==> src/verilog/hms_pkg.sv <==
// hms_pkg: register map, field positions, reset values, timing
// constants and carrier types of the harvest measurement scheduler.
// assumes a 50 MHz system clock and a 32-bit Avalon-MM register port.
package hms_pkg;

  ////////////////////////////////////////////////////////////////////////
  // clock and time base
  localparam int CLK_PERIOD_NS = 20;
  localparam int TICK_TIME_NS = 1000000; // one millisecond time base
  localparam int TICK_CYCLES = TICK_TIME_NS / CLK_PERIOD_NS;

  // base settling times in milliseconds, codes 0 to 3
  localparam logic [11:0] TMEAS0_MS = 12'd50;
  localparam logic [11:0] TMEAS1_MS = 12'd100;
  localparam logic [11:0] TMEAS2_MS = 12'd250;
  localparam logic [11:0] TMEAS3_MS = 12'd500;

  // period multiplier exponent base: 64 x Tmeas for code 0
  localparam int PERIOD_SHIFT_BASE = 6;
  localparam logic [1:0] TPER_DISABLED = 2'h3;

  // adaptive settle thresholds on the harvest pulse count
  localparam logic [15:0] HARV_FAST = 16'h1000;
  localparam logic [15:0] HARV_MID = 16'h0100;
  localparam logic [15:0] HARV_SLOW = 16'h0010;

  ////////////////////////////////////////////////////////////////////////
  // register indexes; byte address is four times the index
  localparam logic [3:0] IDX_WAKE_PERIOD = 4'h5;
  localparam logic [3:0] IDX_MPPT_FRAC = 4'h6;
  localparam logic [3:0] IDX_MEAS_CFG = 4'h7;
  localparam logic [3:0] IDX_SCHED_STATUS = 4'hC;

  // wake_and_period_config fields
  localparam int WK_PERIODIC_SRC = 7;
  localparam int WK_PERIODIC_THM = 6;
  localparam int WK_DISCH_SEL = 4;
  localparam int WK_THR_LSB = 0;
  // measurement_config fields
  localparam int MC_FORCE_SRC = 7;
  localparam int MC_FORCE_THM = 6;
  localparam int MC_TMEAS_LSB = 4;
  localparam int MC_ADAPT_SETTLE = 3;
  localparam int MC_ADAPT_PERIOD = 2;
  localparam int MC_TPER_LSB = 0;

  // reset values
  localparam logic RST_PERIODIC_SRC = 1'h1;
  localparam logic RST_PERIODIC_THM = 1'h0;
  localparam logic RST_DISCH_SEL = 1'h0;
  localparam logic [2:0] RST_WAKE_THR = 3'h7;
  localparam logic [4:0] RST_FRAC = 5'h19;
  localparam logic [1:0] RST_TMEAS = 2'h0;
  localparam logic RST_ADAPT_SETTLE = 1'h1;
  localparam logic RST_ADAPT_PERIOD = 1'h1;
  localparam logic [1:0] RST_TPER = 2'h2;

  ////////////////////////////////////////////////////////////////////////
  // software configuration carried as one word
  typedef struct packed {
    logic periodicSourceMeasureEn;
    logic periodicThermalEn;
    logic irqPinToDischargeSel;
    logic [2:0] wakeThresholdCode;
    logic [4:0] mpptFraction;
    logic [1:0] tmeasCode;
    logic adaptiveSettleEn;
    logic adaptivePeriodEn;
    logic [1:0] tperCode;
  } hms_cfg_type;

  localparam hms_cfg_type CFG_RESET = '{RST_PERIODIC_SRC, RST_PERIODIC_THM,
    RST_DISCH_SEL, RST_WAKE_THR, RST_FRAC, RST_TMEAS, RST_ADAPT_SETTLE,
    RST_ADAPT_PERIOD, RST_TPER};

  // scheduler states, one-hot
  typedef enum logic [2:0] {
    ST_IDLE = 3'b001,
    ST_SETTLE = 3'b010,
    ST_DONE = 3'b100
  } hms_state_type;

  // base settling time of a code in milliseconds
  function automatic logic [11:0] tmeas_ms(input logic [1:0] code);
    case (code)
      2'h0: tmeas_ms = TMEAS0_MS;
      2'h1: tmeas_ms = TMEAS1_MS;
      2'h2: tmeas_ms = TMEAS2_MS;
      default: tmeas_ms = TMEAS3_MS;
    endcase
  endfunction

endpackage

==> src/verilog/hms_scheduler.sv <==
// hms_scheduler: configuration registers and measurement scheduler of a
// solar harvester; registers reached over Avalon-MM with waitrequest.
// assumes one 50 MHz clock, asynchronous active-low reset, and analog
// front ends that act on the measurement and thermal strobes.
module hms_scheduler #(
  parameter int TICK_CYCLES = hms_pkg::TICK_CYCLES
) (
  input wire logic clk,
  input wire logic resetn,
  input wire logic [5:0] avAddress,
  input wire logic avRead,
  input wire logic avWrite,
  input wire logic [31:0] avWriteData,
  input wire logic [3:0] avByteEnable,
  output logic [31:0] avReadData,
  output logic avWaitRequest,
  input wire logic [15:0] harvestPulseCount,
  input wire logic sleepFlag,
  input wire logic sourceMeasureInhibit,
  input wire logic thermalMonitorEnable,
  input wire logic thermalHot,
  input wire logic interruptAssert,
  input wire logic sourceDischargeOut,
  output logic interruptPinOut,
  output logic interruptPinOe,
  output logic [2:0] wakeThresholdCode,
  output logic [4:0] mpptFractionCode,
  output logic sourceMeasureActive,
  output logic sourceMeasureDone,
  output logic thermalCheckStrobe,
  output logic boostThermalHalt,
  output logic harvestEnable
);

  ////////////////////////////////////////////////////////////////////////
  // declarations
  logic tick;
  logic [11:0] settleMs;
  logic ack_r;
  logic ack_nxt;
  logic [31:0] rdata_r;
  logic [31:0] rdata_nxt;
  logic [3:0] regIdx;
  logic wrTake;
  hms_pkg::hms_cfg_type cfg_r;
  hms_pkg::hms_cfg_type cfg_nxt;
  logic forceSrcWr;
  logic forceThmWr;
  hms_pkg::hms_state_type state_r;
  hms_pkg::hms_state_type state_nxt;
  logic porPending_r;
  logic porPending_nxt;
  logic srcPending_r;
  logic srcPending_nxt;
  logic [11:0] settleCnt_r;
  logic [11:0] settleCnt_nxt;
  logic [17:0] periodCnt_r;
  logic [17:0] periodCnt_nxt;
  logic [12:0] adaptCnt_r;
  logic [12:0] adaptCnt_nxt;
  logic storedValid_r;
  logic storedValid_nxt;
  logic [15:0] storedCount_r;
  logic [15:0] storedCount_nxt;
  logic thmStrobe_r;
  logic thmStrobe_nxt;
  logic halt_r;
  logic halt_nxt;
  logic done_r;
  logic done_nxt;
  logic [17:0] periodMs;
  logic [12:0] adaptWaitMs;
  logic periodOn;
  logic periodEnd;
  logic ratioOut;

  ////////////////////////////////////////////////////////////////////////
  // time base and settle length
  hms_tick_div #(
    .TICK_CYCLES(TICK_CYCLES)
  ) u_tick (
    .clk(clk),
    .resetn(resetn),
    .tick(tick)
  );

  hms_settle_calc u_settle (
    .tmeasCode(cfg_r.tmeasCode),
    .adaptiveSettleEn(cfg_r.adaptiveSettleEn),
    .harvestPulseCount(harvestPulseCount),
    .settleMs(settleMs)
  );

  ////////////////////////////////////////////////////////////////////////
  // bus slave: one wait cycle, then the answer; writes land on ack
  always_comb begin
    regIdx = avAddress[5:2];
    avWaitRequest = (avRead | avWrite) & ~ack_r;
    ack_nxt = (avRead | avWrite) & ~ack_r;
    wrTake = avWrite & ack_r & avByteEnable[0];
    rdata_nxt = rdata_r;
    if (avRead & ~ack_r) begin
      rdata_nxt = 32'h0; // unmapped reads return zero
      case (regIdx)
        hms_pkg::IDX_WAKE_PERIOD: begin
          rdata_nxt[hms_pkg::WK_PERIODIC_SRC] = cfg_r.periodicSourceMeasureEn;
          rdata_nxt[hms_pkg::WK_PERIODIC_THM] = cfg_r.periodicThermalEn;
          rdata_nxt[hms_pkg::WK_DISCH_SEL] = cfg_r.irqPinToDischargeSel;
          rdata_nxt[hms_pkg::WK_THR_LSB +: 3] = cfg_r.wakeThresholdCode;
        end
        hms_pkg::IDX_MPPT_FRAC: begin
          rdata_nxt[4:0] = cfg_r.mpptFraction;
        end
        hms_pkg::IDX_MEAS_CFG: begin
          // force bits are write-only and read back as zero
          rdata_nxt[hms_pkg::MC_TMEAS_LSB +: 2] = cfg_r.tmeasCode;
          rdata_nxt[hms_pkg::MC_ADAPT_SETTLE] = cfg_r.adaptiveSettleEn;
          rdata_nxt[hms_pkg::MC_ADAPT_PERIOD] = cfg_r.adaptivePeriodEn;
          rdata_nxt[hms_pkg::MC_TPER_LSB +: 2] = cfg_r.tperCode;
        end
        hms_pkg::IDX_SCHED_STATUS: begin
          rdata_nxt = {storedCount_r, 8'h00, halt_r, storedValid_r,
            srcPending_r, porPending_r, 1'b0, state_r};
        end
        default: begin
          rdata_nxt = 32'h0;
        end
      endcase
    end
  end

  // register the bus answer
  always_ff @(posedge clk or negedge resetn) begin
    if (!resetn) begin
      ack_r <= 1'b0;
      rdata_r <= 32'h0;
    end else begin
      ack_r <= ack_nxt;
      rdata_r <= rdata_nxt;
    end
  end

  assign avReadData = rdata_r;

  ////////////////////////////////////////////////////////////////////////
  // configuration registers and the self-clearing force strobes
  always_comb begin
    cfg_nxt = cfg_r;
    forceSrcWr = 1'b0;
    forceThmWr = 1'b0;
    if (wrTake) begin
      case (regIdx)
        hms_pkg::IDX_WAKE_PERIOD: begin
          cfg_nxt.periodicSourceMeasureEn =
            avWriteData[hms_pkg::WK_PERIODIC_SRC];
          cfg_nxt.periodicThermalEn = avWriteData[hms_pkg::WK_PERIODIC_THM];
          cfg_nxt.irqPinToDischargeSel = avWriteData[hms_pkg::WK_DISCH_SEL];
          cfg_nxt.wakeThresholdCode = avWriteData[hms_pkg::WK_THR_LSB +: 3];
        end
        hms_pkg::IDX_MPPT_FRAC: begin
          cfg_nxt.mpptFraction = avWriteData[4:0];
        end
        hms_pkg::IDX_MEAS_CFG: begin
          forceSrcWr = avWriteData[hms_pkg::MC_FORCE_SRC];
          forceThmWr = avWriteData[hms_pkg::MC_FORCE_THM];
          cfg_nxt.tmeasCode = avWriteData[hms_pkg::MC_TMEAS_LSB +: 2];
          cfg_nxt.adaptiveSettleEn = avWriteData[hms_pkg::MC_ADAPT_SETTLE];
          cfg_nxt.adaptivePeriodEn = avWriteData[hms_pkg::MC_ADAPT_PERIOD];
          cfg_nxt.tperCode = avWriteData[hms_pkg::MC_TPER_LSB +: 2];
        end
        default: begin
          cfg_nxt = cfg_r;
        end
      endcase
    end
  end

  // register the configuration
  always_ff @(posedge clk or negedge resetn) begin
    if (!resetn) begin
      cfg_r <= hms_pkg::CFG_RESET;
    end else begin
      cfg_r <= cfg_nxt;
    end
  end

  ////////////////////////////////////////////////////////////////////////
  // scheduler: period, adaptive capture, settle and thermal checks
  always_comb begin
    periodMs = 18'(hms_pkg::tmeas_ms(cfg_r.tmeasCode))
      << (hms_pkg::PERIOD_SHIFT_BASE + 32'(cfg_r.tperCode));
    adaptWaitMs = {hms_pkg::tmeas_ms(cfg_r.tmeasCode), 1'b0};
    periodOn = (cfg_r.tperCode != hms_pkg::TPER_DISABLED);
    periodEnd = periodOn & tick & (periodCnt_r + 18'h1 >= periodMs);
    // new/stored below one half or above two
    ratioOut = ({harvestPulseCount, 1'b0} < {1'b0, storedCount_r}) |
      ({1'b0, harvestPulseCount} > {storedCount_r, 1'b0});
    state_nxt = state_r;
    porPending_nxt = porPending_r;
    srcPending_nxt = srcPending_r;
    settleCnt_nxt = settleCnt_r;
    periodCnt_nxt = periodCnt_r;
    adaptCnt_nxt = adaptCnt_r;
    storedValid_nxt = storedValid_r;
    storedCount_nxt = storedCount_r;
    thmStrobe_nxt = 1'b0;
    halt_nxt = halt_r;
    done_nxt = 1'b0;
    // period counter runs in ms ticks
    if (!periodOn) begin
      periodCnt_nxt = 18'h0;
    end else if (periodEnd) begin
      periodCnt_nxt = 18'h0;
    end else if (tick) begin
      periodCnt_nxt = periodCnt_r + 18'h1;
    end
    // an idle scheduler takes the pending request here
    if (srcPending_r & state_r == hms_pkg::ST_IDLE) begin
      srcPending_nxt = 1'b0;
    end
    // requests for a source measurement; a set beats the take above
    if (forceSrcWr & ~sourceMeasureInhibit) begin
      srcPending_nxt = 1'b1;
    end
    if (periodEnd & cfg_r.periodicSourceMeasureEn & ~sourceMeasureInhibit) begin
      srcPending_nxt = 1'b1;
    end
    if (porPending_r & state_r == hms_pkg::ST_IDLE) begin
      porPending_nxt = 1'b0;
      if (cfg_r.periodicSourceMeasureEn & ~sourceMeasureInhibit) begin
        srcPending_nxt = 1'b1;
      end
    end
    // adaptive period: capture after twice Tmeas, then watch the ratio
    if (cfg_r.adaptivePeriodEn & periodOn & state_r == hms_pkg::ST_IDLE &
        tick) begin
      if (!storedValid_r) begin
        if (adaptCnt_r + 13'h1 >= adaptWaitMs) begin
          storedValid_nxt = 1'b1;
          storedCount_nxt = harvestPulseCount;
        end else begin
          adaptCnt_nxt = adaptCnt_r + 13'h1;
        end
      end else if (ratioOut & ~sleepFlag & ~sourceMeasureInhibit) begin
        srcPending_nxt = 1'b1;
      end
    end
    // thermal checks on period end or on request, only when enabled
    if (thermalMonitorEnable & ((periodEnd & cfg_r.periodicThermalEn) |
        forceThmWr)) begin
      thmStrobe_nxt = 1'b1;
    end
    if (thmStrobe_r) begin
      halt_nxt = thermalHot;
    end
    if (!thermalMonitorEnable) begin
      halt_nxt = 1'b0;
    end
    // measurement sequence
    case (state_r)
      hms_pkg::ST_IDLE: begin
        if (srcPending_r) begin
          settleCnt_nxt = 12'h0;
          state_nxt = hms_pkg::ST_SETTLE;
        end
      end
      hms_pkg::ST_SETTLE: begin
        if (tick) begin
          if (settleCnt_r + 12'h1 >= settleMs) begin
            state_nxt = hms_pkg::ST_DONE;
          end else begin
            settleCnt_nxt = settleCnt_r + 12'h1;
          end
        end
      end
      hms_pkg::ST_DONE: begin
        done_nxt = 1'b1;
        periodCnt_nxt = 18'h0;
        adaptCnt_nxt = 13'h0;
        storedValid_nxt = 1'b0;
        state_nxt = hms_pkg::ST_IDLE;
      end
      default: begin
        state_nxt = hms_pkg::ST_IDLE;
      end
    endcase
  end

  // register the scheduler state
  always_ff @(posedge clk or negedge resetn) begin
    if (!resetn) begin
      state_r <= hms_pkg::ST_IDLE;
      porPending_r <= 1'b1;
      srcPending_r <= 1'b0;
      settleCnt_r <= 12'h0;
      periodCnt_r <= 18'h0;
      adaptCnt_r <= 13'h0;
      storedValid_r <= 1'b0;
      storedCount_r <= 16'h0;
      thmStrobe_r <= 1'b0;
      halt_r <= 1'b0;
      done_r <= 1'b0;
    end else begin
      state_r <= state_nxt;
      porPending_r <= porPending_nxt;
      srcPending_r <= srcPending_nxt;
      settleCnt_r <= settleCnt_nxt;
      periodCnt_r <= periodCnt_nxt;
      adaptCnt_r <= adaptCnt_nxt;
      storedValid_r <= storedValid_nxt;
      storedCount_r <= storedCount_nxt;
      thmStrobe_r <= thmStrobe_nxt;
      halt_r <= halt_nxt;
      done_r <= done_nxt;
    end
  end

  ////////////////////////////////////////////////////////////////////////
  // outputs
  always_comb begin
    if (cfg_r.irqPinToDischargeSel) begin
      interruptPinOe = 1'b1;
      interruptPinOut = sourceDischargeOut;
    end else begin
      interruptPinOe = interruptAssert;
      interruptPinOut = 1'b0;
    end
  end

  assign wakeThresholdCode = cfg_r.wakeThresholdCode;
  assign mpptFractionCode = cfg_r.mpptFraction;
  assign sourceMeasureActive = (state_r == hms_pkg::ST_SETTLE);
  assign sourceMeasureDone = done_r;
  assign thermalCheckStrobe = thmStrobe_r;
  assign boostThermalHalt = halt_r;
  assign harvestEnable = ~sleepFlag;

endmodule

==> src/verilog/hms_settle_calc.sv <==
// hms_settle_calc: settling time in milliseconds from the time code,
// optionally scaled by the present harvest pulse count.
// assumes the harvest count is a steady level from the counter block.
module hms_settle_calc (
  input wire logic [1:0] tmeasCode,
  input wire logic adaptiveSettleEn,
  input wire logic [15:0] harvestPulseCount,
  output logic [11:0] settleMs
);

  logic [11:0] baseMs;

  // strong harvest settles fast, weak harvest gets up to twice the base
  always_comb begin
    baseMs = hms_pkg::tmeas_ms(tmeasCode);
    if (!adaptiveSettleEn) begin
      settleMs = baseMs;
    end else if (harvestPulseCount >= hms_pkg::HARV_FAST) begin
      settleMs = baseMs >> 2;
    end else if (harvestPulseCount >= hms_pkg::HARV_MID) begin
      settleMs = baseMs >> 1;
    end else if (harvestPulseCount >= hms_pkg::HARV_SLOW) begin
      settleMs = baseMs;
    end else begin
      settleMs = baseMs << 1;
    end
  end

endmodule

==> src/verilog/hms_tick_div.sv <==
// hms_tick_div: divides the system clock into a one-cycle tick enable.
// assumes clk is the only clock; tick is high one cycle in TICK_CYCLES.
module hms_tick_div #(
  parameter int TICK_CYCLES = hms_pkg::TICK_CYCLES
) (
  input wire logic clk,
  input wire logic resetn,
  output logic tick
);

  logic [31:0] cnt_r;
  logic [31:0] cnt_nxt;

  // count down to zero, then reload
  always_comb begin
    tick = (cnt_r == 32'h0);
    cnt_nxt = tick ? 32'(TICK_CYCLES - 1) : cnt_r - 32'h1;
  end

  // register the divider count
  always_ff @(posedge clk or negedge resetn) begin
    if (!resetn) begin
      cnt_r <= 32'h0;
    end else begin
      cnt_r <= cnt_nxt;
    end
  end

endmodule
==> config.mk <==
export PLATFORM = sky130hd
export DESIGN_NAME = hms_scheduler
export DESIGN_NICKNAME = d
export VERILOG_FILES = /design/src/verilog/hms_pkg.sv /design/src/verilog/hms_scheduler.sv /design/src/verilog/hms_settle_calc.sv /design/src/verilog/hms_tick_div.sv
export SDC_FILE = /design/constraint.sdc
export NUM_CORES = 1
export LEC_CHECK = 0
export BUFFER_PORTS_ARGS = -buffer_cell sky130_fd_sc_hd__buf_2
export CORE_MARGIN = 5
export CORE_UTILIZATION = 45
export CTS_CLUSTER_DIAMETER = 120
export DETAILED_ROUTE_END_ITERATION = 8
export GPL_ROUTABILITY_DRIVEN = 1
export SLEW_MARGIN = 10
export SYNTH_ARGS = -nofsm -noshare
export SYNTH_HDL_FRONTEND = slang
export SYNTH_SLANG_ARGS = --single-unit
==> constraint.sdc <==
create_clock -name clk -period 8.4 [get_ports clk]
set_input_delay 0.84 -clock clk [delete_from_list [all_inputs] [get_ports clk]]
set_output_delay 0.84 -clock clk [all_outputs]
set_load 0.1 [all_outputs]
== After elaboration in Yosys (flattened, before gate mapping) ==
Cells that the tools add are included.

* Logic and storage cells: 142
* Flip-flop bits (word level): 150

* Mux-type cells: 50
* Reductions and logical operators: 11
* $add $sub $neg: 5
* $lt $le $gt $ge: 8
* Bitwise gates (word level): 26
* Shift-type cells: 1
* Equality and inequality tests: 18

{| class="wikitable"
|+ Operators by type and width
! kind !! count
|-
| two-way mux 12 bit || 7
|-
| two-way mux 18 bit || 4
|-
| two-way mux 13 bit || 4
|-
| zero test 32 bit || 1
|-
| two-way mux 32 bit || 1
|-
| subtractor 32 x 1 -> 32 bit (second input constant) || 1
|-
| one-hot mux 9 bit (3 select lines) || 1
|-
| two-way mux 24 bit || 1
|-
| one-hot mux 12 bit (2 select lines) || 1
|-
| two-way mux 1 bit || 22
|-
| AND 1 bit || 19
|-
| adder 18 x 1 -> 18 bit (second input constant) || 1
|-
| greater-or-equal comparator 18 bit || 1
|-
| << shifter 12 x 4 -> 18 bit || 1
|-
| greater-than comparator 16 x 17 -> 1 bit || 1
|-
| < comparator 17 x 16 -> 1 bit || 1
|-
| greater-or-equal comparator 16 x 13 -> 1 bit (second input constant) || 1
|-
| greater-or-equal comparator 16 x 5 -> 1 bit (second input constant) || 1
|-
| greater-or-equal comparator 16 x 9 -> 1 bit (second input constant) || 1
|-
| adder 13 x 1 -> 13 bit (second input constant) || 1
|-
| greater-or-equal comparator 13 bit || 1
|-
| adder 12 x 1 -> 12 bit (second input constant) || 1
|-
| == test 4 x 3 -> 1 bit (second input constant) || 3
|-
| greater-or-equal comparator 12 bit || 1
|-
| 23 further kinds || 42
|}

== Depth between registers and ports, before layout ==
Gate-level depths: netlist of the first run.

* Depth in word-level cells: 13
* Depth in mapped cells: 15
* Mapped depth without buffers: 13

== By module ==
A second synthesis of the first run with hierarchy kept.

* Cells, all modules: 960
* Area total of the unflattened synthesis: 9102.5 um2

{| class="wikitable"
|+ By module, submodules not included
! module !! times used !! cells each !! sequential area each (um2) !! area an instance (um2)
|-
| hms_scheduler || 1 || 758 || 2767.7 || 7170.6
|-
| hms_tick_div || 1 || 156 || 800.8 || 1594.0
|-
| hms_settle_calc || 1 || 46 || 0.0 || 337.8
|}

== Worst setup path after synthesis of the first run ==
No wires, ideal clock.

* Path type: input port to flip-flop
* Start: input port harvestPulseCount[12]
* End: register settleCnt_r[2]
* Slack: 4.610 ns
* Cell stages on the path: 13
* Setup time: 0.128 ns
* Buffers on the path: 1
* Arrival: 3.662 ns
* Required time: 8.272 ns
* Cell sequence: nor4_1 > nand2_1 > nor2_1 > a21oi_1 > a211oi_1 > ha_1 > and4_1 > a2111oi_0 > o221a_2 > a22oi_1 > clkbuf_1 > o21ai_0 > o31ai_1

* Cells in the longest elaborated chain, start to end: 8
* Elaborated cells on any way between the ends: 10

{| class="wikitable"
|+ RTL lines
! what !! line !! text
|-
| start, declared || hms_scheduler.sv:17 || <nowiki>input wire logic [15:0] harvestPulseCount,</nowiki>
|-
| greater-or-equal comparator 16 x 5 -> 1 bit || hms_settle_calc.sv:22 || <nowiki>end else if (harvestPulseCount >= hms_pkg::HARV_SLOW) begin</nowiki>
|-
| two-way mux 12 bit || hms_settle_calc.sv:22 ||
|-
| two-way mux 12 bit || hms_settle_calc.sv:20 || <nowiki>end else if (harvestPulseCount >= hms_pkg::HARV_MID) begin</nowiki>
|-
| two-way mux 12 bit * || hms_settle_calc.sv:18 || <nowiki>end else if (harvestPulseCount >= hms_pkg::HARV_FAST) begin</nowiki>
|-
| two-way mux 12 bit * || hms_settle_calc.sv:16 || <nowiki>if (!adaptiveSettleEn) begin</nowiki>
|-
| greater-or-equal comparator 12 bit * || hms_scheduler.sv:269 || <nowiki>if (settleCnt_r + 12'h1 >= settleMs) begin</nowiki>
|-
| != test 2 bit (no line) * || n/a ||
|-
| AND reduction 4 bit (no line) * || n/a ||
|-
| end signal, assigned || hms_scheduler.sv:307 || <nowiki>settleCnt_r <= settleCnt_nxt;</nowiki>
|-
| end, declared || hms_scheduler.sv:55 || <nowiki>logic [11:0] settleCnt_r;</nowiki>
|}

Mark *: on every way between the ends. The rest lies on a longest branch, timed or not.
A chain may end at the register's enable or synchronous reset.

== Final worst setup path of the first run ==
* Start: input port harvestPulseCount[8]
* End: register settleCnt_r[1]

The elaborated chain is that of the path after synthesis.

==> results of run 1 <==
-- registers in the layout, summed over array words and instances (netlist names), 3 cells and up --
signal	count
avReadData	24
cfg_r	9
periodCnt_r	18
wakeThresholdCode	3
u_tick.cnt_r	32
storedCount_r	16
state_r	3
settleCnt_r	12
mpptFractionCode	5
adaptCnt_r	13
-- cells by family after synthesis --
family                     count (synthesis)
muxes                                     44
adders and majority gates                 71
buffers and inverters                     89
xor gates and xnor gates                  53
and+or+nand+nor                          361
other                                      2
DFF                                      142
AOI/OAI and AO/OA                        185
-- area by class of cell --
cell class / count / area, um^2 / area share
inverter: 38 / 142.6 / 0.01415
clock buffer: 18 / 439.2 / 0.04355
tap: 265 / 331.6 / 0.03288
timing repair buffer: 85 / 449.2 / 0.04455
clock inverter: 14 / 142.6 / 0.01415
antenna: 1 / 2.502 / 0.0002482
sequential: 142 / 3568 / 0.3539
multi-input combinational: 728 / 5007 / 0.4966
-- worst max-delay path, stage by stage --
cell	delay, ns
buf_2	0.13
nor4_1	0.73
nand2_1	0.26
nor2_1	0.42
a21oi_1	0.15
a211oi_1	0.28
ha_1	0.28
and4_1	0.17
a2111oi_0	0.37
o221a_2	0.29
a22oi_1	0.24
o21ai_0	0.26
o21ai_0	0.11
-- report_power, final --
group          leakage (nW)  total (mW)  switching [mW]  internal [mW]
logic                  2.70       0.309           0.221         0.0872
registers              1.84       0.748          0.0367          0.712
clock network         0.282       0.751           0.307          0.444
total                  4.83        1.81           0.565           1.24
-- per-stage QoR --
stage | cells | util
floorplan | 959 | -
global placement | 1258 | 0.4865
detailed placement | 1258 | 0.4865
CTS | 1290 | 0.5163
global route | 1291 | 0.5164
finish | 1291 | 0.5164
-- metal layers --
layer  wire length, um  GRT usage
met1             10380     0.2717
met2              9536     0.2992
met3              1037    0.03591
met4               322    0.05394
met5                 0          0
-- worst paths after layout --
| kind | from | endpoint | slack (ns) |
|---|---|---|---|
| min | resetn | periodCnt_r[15]$_DFFE_PN0P_ | 0.46 |
| max in group asynchronous | resetn | settleCnt_r[0]$_DFFE_PN0P_ | 6.73 |
| min in group clk | avReadData[22]$_DFFE_PN0P_ | avReadData[22]$_DFFE_PN0P_ | 0.47 |
| max reg2reg | cfg_r[5]$_DFFE_PN0P_ | periodCnt_r[5]$_DFFE_PN0P_ | 4.33 |
| max | harvestPulseCount[8] | settleCnt_r[1]$_DFFE_PN0P_ | 4.14 |
| min reg2reg | avReadData[22]$_DFFE_PN0P_ | avReadData[22]$_DFFE_PN0P_ | 0.47 |
-- synth_stat cells (13+ instances only) --
cell type	n	share of area
nor3_1	13	0.0073
dfrtp_1	130	0.36
mux2_2	23	0.029
nor2_1	63	0.026
o21ai_0	62	0.035
nand2_1	124	0.052
buf_4	17	0.014
xnor2_1	34	0.033
nand4_1	17	0.012
a21oi_1	37	0.021
and3_1	14	0.0098
ha_1	69	0.097
xor2_1	19	0.019
clkbuf_1	29	0.012
nand3_1	34	0.019
inv_1	36	0.015
==> flow_metrics.env, run 1 <==
export IMPL_synthMuxAreaShare=0.05918
export IMPL_synth_avg_cell_area_um2=9.444
export IMPL_drt_total_wl_um=21270
export IMPL_postLayoutCellArea_um2=10080
export IMPL_synth_xor_area_frac=0.05190
export IMPL_endpoint_kind="register"
export IMPL_area_growth_pct=12.74
export IMPL_post_cts_setup_buffers=0
export IMPL_grt_pass1_wl_um=34760
export IMPL_synthSimpleGateAreaFrac=0.2125
export IMPL_htreeDepth=4
export IMPL_hold_viol=0
export IMPL_drcViolationCount=0
export IMPL_cp_max_fo=11
export IMPL_fin_setup_tns_ns=0
export IMPL_arrival_ns=4.55
export IMPL_grt_pass1_vias=6848
export IMPL_synth_compound_area_frac=0.1316
export IMPL_max_clock_path_buffers=2
export IMPL_tightest_slew_ns=1.121
export IMPL_place_area_um2=9499
export IMPL_required_ns=8.69
export IMPL_relSlewSlack=0.2508
export IMPL_track_usage=0.1912
export IMPL_synth_seq_cells=142
export IMPL_drv_slew=0
export IMPL_final_period_utilization=0.5075
export IMPL_ys_seq_area_frac=0.3990
export IMPL_coreArea_um2=19530
export IMPL_row_count=51
export IMPL_finClkSkew_ns=0.01038
export IMPL_drive_above_1_share=0.1815
export IMPL_antenna_left=0
export IMPL_status="completed"
export IMPL_path_clk_slew_ns=0.06
export IMPL_final_common_cell="dfrtp_1"
export IMPL_final_nets=1149
export IMPL_grt_max_degree=88
export IMPL_vdd_drop_max_v=0.0001323
export IMPL_cts_resized_gates=0
export IMPL_worstSetupPathType="in -> reg"
export IMPL_hold_ws_ns=0.4614
export IMPL_p_per_area_nw_per_um2=179.2
export IMPL_finalPower_mw=1.807
export IMPL_min_period_ns=4.263
export IMPL_num_fill_cells=1820
export IMPL_layout_setup_ws_ns=4.137
export IMPL_synth_edf_count=0
export IMPL_cts_tree="built"
export IMPL_power_leakage_nw=4.829
export IMPL_die_area_um2=22790
export IMPL_start_util=0.4580
export IMPL_overflow=0
export IMPL_worstRegToRegCells=7
export IMPL_cts_inserted_buffers=17
export IMPL_fmax_ghz=0.2346
export IMPL_hold_class="in -> async"
export IMPL_gp_congestion=0.8448
export IMPL_cts_sinks=142
export IMPL_wl_per_cell_um=16.48
export IMPL_die_w_um=151.0
export IMPL_die_h_um=151.0
export IMPL_async_flop_share=1.000
export IMPL_start_kind="input port"
export IMPL_worstSkewPairLatency_ns=0.43
export IMPL_preCtsSetupSlack_ns=3.762
export IMPL_io_buffer_count=78
export IMPL_yosysUniqueCellTypes=70
export IMPL_viasPerCell=5.544
export IMPL_ios=116
export IMPL_cts_root_buf="clkbuf_16"
export IMPL_yosys_area_share_adder=0.09877
export IMPL_dpl_hpwl_um=15440
export IMPL_max_cap_violations=0
export IMPL_vias=7157
export IMPL_setup_violations=0
export IMPL_postCtsHoldBufs=0
export IMPL_syn_inst=947
export IMPL_final_cell_mix="dfrtp_1 (130), nand2_1 (124), buf_2 (77)"
export IMPL_synth_top_family_by_area="simple AND/OR/NAND/NOR gates"
export IMPL_synth_warning_count=0
export IMPL_synthFlopType="dfrtp_1"
export IMPL_dr_pass1_iters=5
export IMPL_antenna_found_initial=1
export IMPL_drt_iter0_markers=403
export IMPL_rsz0062_at_grt="no"
export IMPL_synthesis_area_um2=8944
Power figures use the tool's default switching activity.
==> run 2: changes to the inputs <==
- clock period: 8.4 -> 4.1 ns (I/O delays scaled with it)
==> flow_metrics.env, run 2 (synthesis results as in run 1) <==
export IMPL_tightest_slew_ns=1.014
export IMPL_start_util=0.4580
export IMPL_ios=116
export IMPL_hold_class="in -> async"
export IMPL_fmax_ghz=0.2762
export IMPL_io_buffer_count=78
export IMPL_drv_slew=0
export IMPL_grt_max_degree=92
export IMPL_hold_viol=0
export IMPL_antenna_cells=0
export IMPL_max_clock_path_buffers=2
export IMPL_timing_rr_end="periodCnt_r[5]$_DFFE_PN0P_"
export IMPL_final_util=0.5194
export IMPL_ff2ff_setup_slack_ns=0.48
export IMPL_p_sw_mw=1.176
export IMPL_hold_ws_ns=0.03585
export IMPL_overflow=0
export IMPL_final_common_cell="dfrtp_1"
export IMPL_p_int_mw=2.428
export IMPL_relSlewSlack=0.3145
export IMPL_antenna_left=0
export IMPL_largest_reg_flops=32
export IMPL_cp_max_fo=10
export IMPL_setup_violations=0
export IMPL_endpoint_kind="register"
export IMPL_worstRegToRegCells=11
export IMPL_comb_power_share=0.184
export IMPL_place_area_um2=9604
export IMPL_row_count=51
export IMPL_die_area_um2=22790
export IMPL_cts_root_buf="clkbuf_16"
export IMPL_htreeDepth=4
export IMPL_required_ns=4.43
export IMPL_area_growth_pct=13.40
export IMPL_dp_cells=1272
export IMPL_final_nets=1163
export IMPL_fin_setup_tns_ns=0
export IMPL_grt_pass1_vias=6852
export IMPL_r2r_start="periodCnt_r[0]$_DFFE_PN0P_"
export IMPL_worstSkewPairLatency_ns=0.42
export IMPL_cts_inserted_buffers=17
export IMPL_rsz0062_at_grt="no"
export IMPL_power_leakage_nw=4.866
export IMPL_coreArea_um2=19530
export IMPL_arrival_ns=3.95
export IMPL_preCtsSetupSlack_ns=0.3628
export IMPL_die_w_um=151.0
export IMPL_switching_share=0.3263
export IMPL_track_usage=0.1911
export IMPL_worstSetupPathType="reg -> reg"
export IMPL_path_clk_slew_ns=0.07
export IMPL_p_per_area_nw_per_um2=355.3
export IMPL_vdd_drop_max_v=0.0002752
export IMPL_cts_sinks=142
export IMPL_finalPower_mw=3.604
export IMPL_post_cts_setup_buffers=0
export IMPL_final_cell_mix="dfrtp_1 (130), nand2_1 (124), buf_2 (77)"
export IMPL_drive_above_1_share=0.1915
export IMPL_grt_pass1_wl_um=34870
export IMPL_postCtsHoldBufs=0
export IMPL_fin_cells=1304
export IMPL_drt_total_wl_um=20940
export IMPL_die_h_um=151.0
export IMPL_antenna_found_initial=0
export IMPL_drcViolationCount=0
export IMPL_dr_pass1_iters=6
export IMPL_wl_per_cell_um=16.06
export IMPL_layout_setup_ws_ns=0.4795
export IMPL_viasPerCell=5.425
export IMPL_max_cap_violations=0
export IMPL_seqPwrFrac=0.418
export IMPL_cts_tree="built"
export IMPL_dpl_hpwl_um=15380
export IMPL_min_period_ns=3.621
export IMPL_pwr_share_clk=0.397
export IMPL_vias=7074
export IMPL_largest_register="u_tick.cnt_r"
export IMPL_postLayoutCellArea_um2=10140
export IMPL_cts_resized_gates=0
export IMPL_drt_iter0_markers=462
export IMPL_finClkSkew_ns=0.01129
export IMPL_gp_congestion=0.8648
export IMPL_start_kind="register"
export IMPL_final_period_utilization=0.8831
export IMPL_status="completed"
-- run 2: cell types whose count changed in the layout (fill, tap and decap cells not counted) --
cell | before | now
buf_4 | 7 | 21
inv_6 | 1 | 6
clkinv_2 | 5 | 2
bufinv_16 | 2 | 0
clkinv_4 | 3 | 1
clkinvlp_4 | 3 | 5
clkbuf_1 | 0 | 1
clkbuf_8 | 1 | 0
diode_2 | 1 | 0
-- run 2: how the worst max path moves through the flow --
stage	startpoint	endpoint
final	periodCnt_r[0]$_DFFE_PN0P_	periodCnt_r[5]$_DFFE_PN0P_
after global routing	periodCnt_r[0]$_DFFE_PN0P_	periodCnt_r[5]$_DFFE_PN0P_
after CTS	periodCnt_r[0]$_DFFE_PN0P_	periodCnt_r[5]$_DFFE_PN0P_
after detailed placement	harvestPulseCount[8]	settleCnt_r[8]$_DFFE_PN0P_
after global placement	harvestPulseCount[8]	settleCnt_r[2]$_DFFE_PN0P_
after floorplan	harvestPulseCount[12]	settleCnt_r[2]$_DFFE_PN0P_
-- run 2: cell type report --
type,instances,area [um^2]
multi-input combinational,728,5007
fill,1863,9384
sequential,142,3568
timing repair buffer,99,554.3
tap,265,331.6
clock inverter,14,108.9
inverter,38,142.6
clock buffer,18,429.2
-- run 2: per-layer routing --
metal  GRT usage  up-vias  wire (um)
met5           0        -          0
met4     0.04488        0        208
met3     0.03411       19       1025
met2      0.2949      147       9209
met1      0.2800     3359      10500
li1            -     3549          -
-- run 2: worst max-delay path, cell delays in order, from the launching register on --
cell and delay [ns]:
dfrtp_1 0.43, ha_1 0.27, and3_1 0.29, and4_1 0.37
nand3_1 0.13, xor2_1 0.19, inv_1 0.06, ha_1 0.21
a2111oi_0 0.50, a21o_1 0.41, nand3_1 0.38, o211ai_1 0.30
-- run 2: power by group through the flow --
stage / Combinational [mW] / Clock [mW] / Sequential (mW)
after floorplan: 0.474 / 0 / 1.56
after global placement: 0.661 / 0 / 1.53
after detailed placement: 0.667 / 0 / 1.53
after CTS: 0.670 / 1.47 / 1.51
after global routing: 0.734 / 1.54 / 1.52
final: 0.664 / 1.43 / 1.51
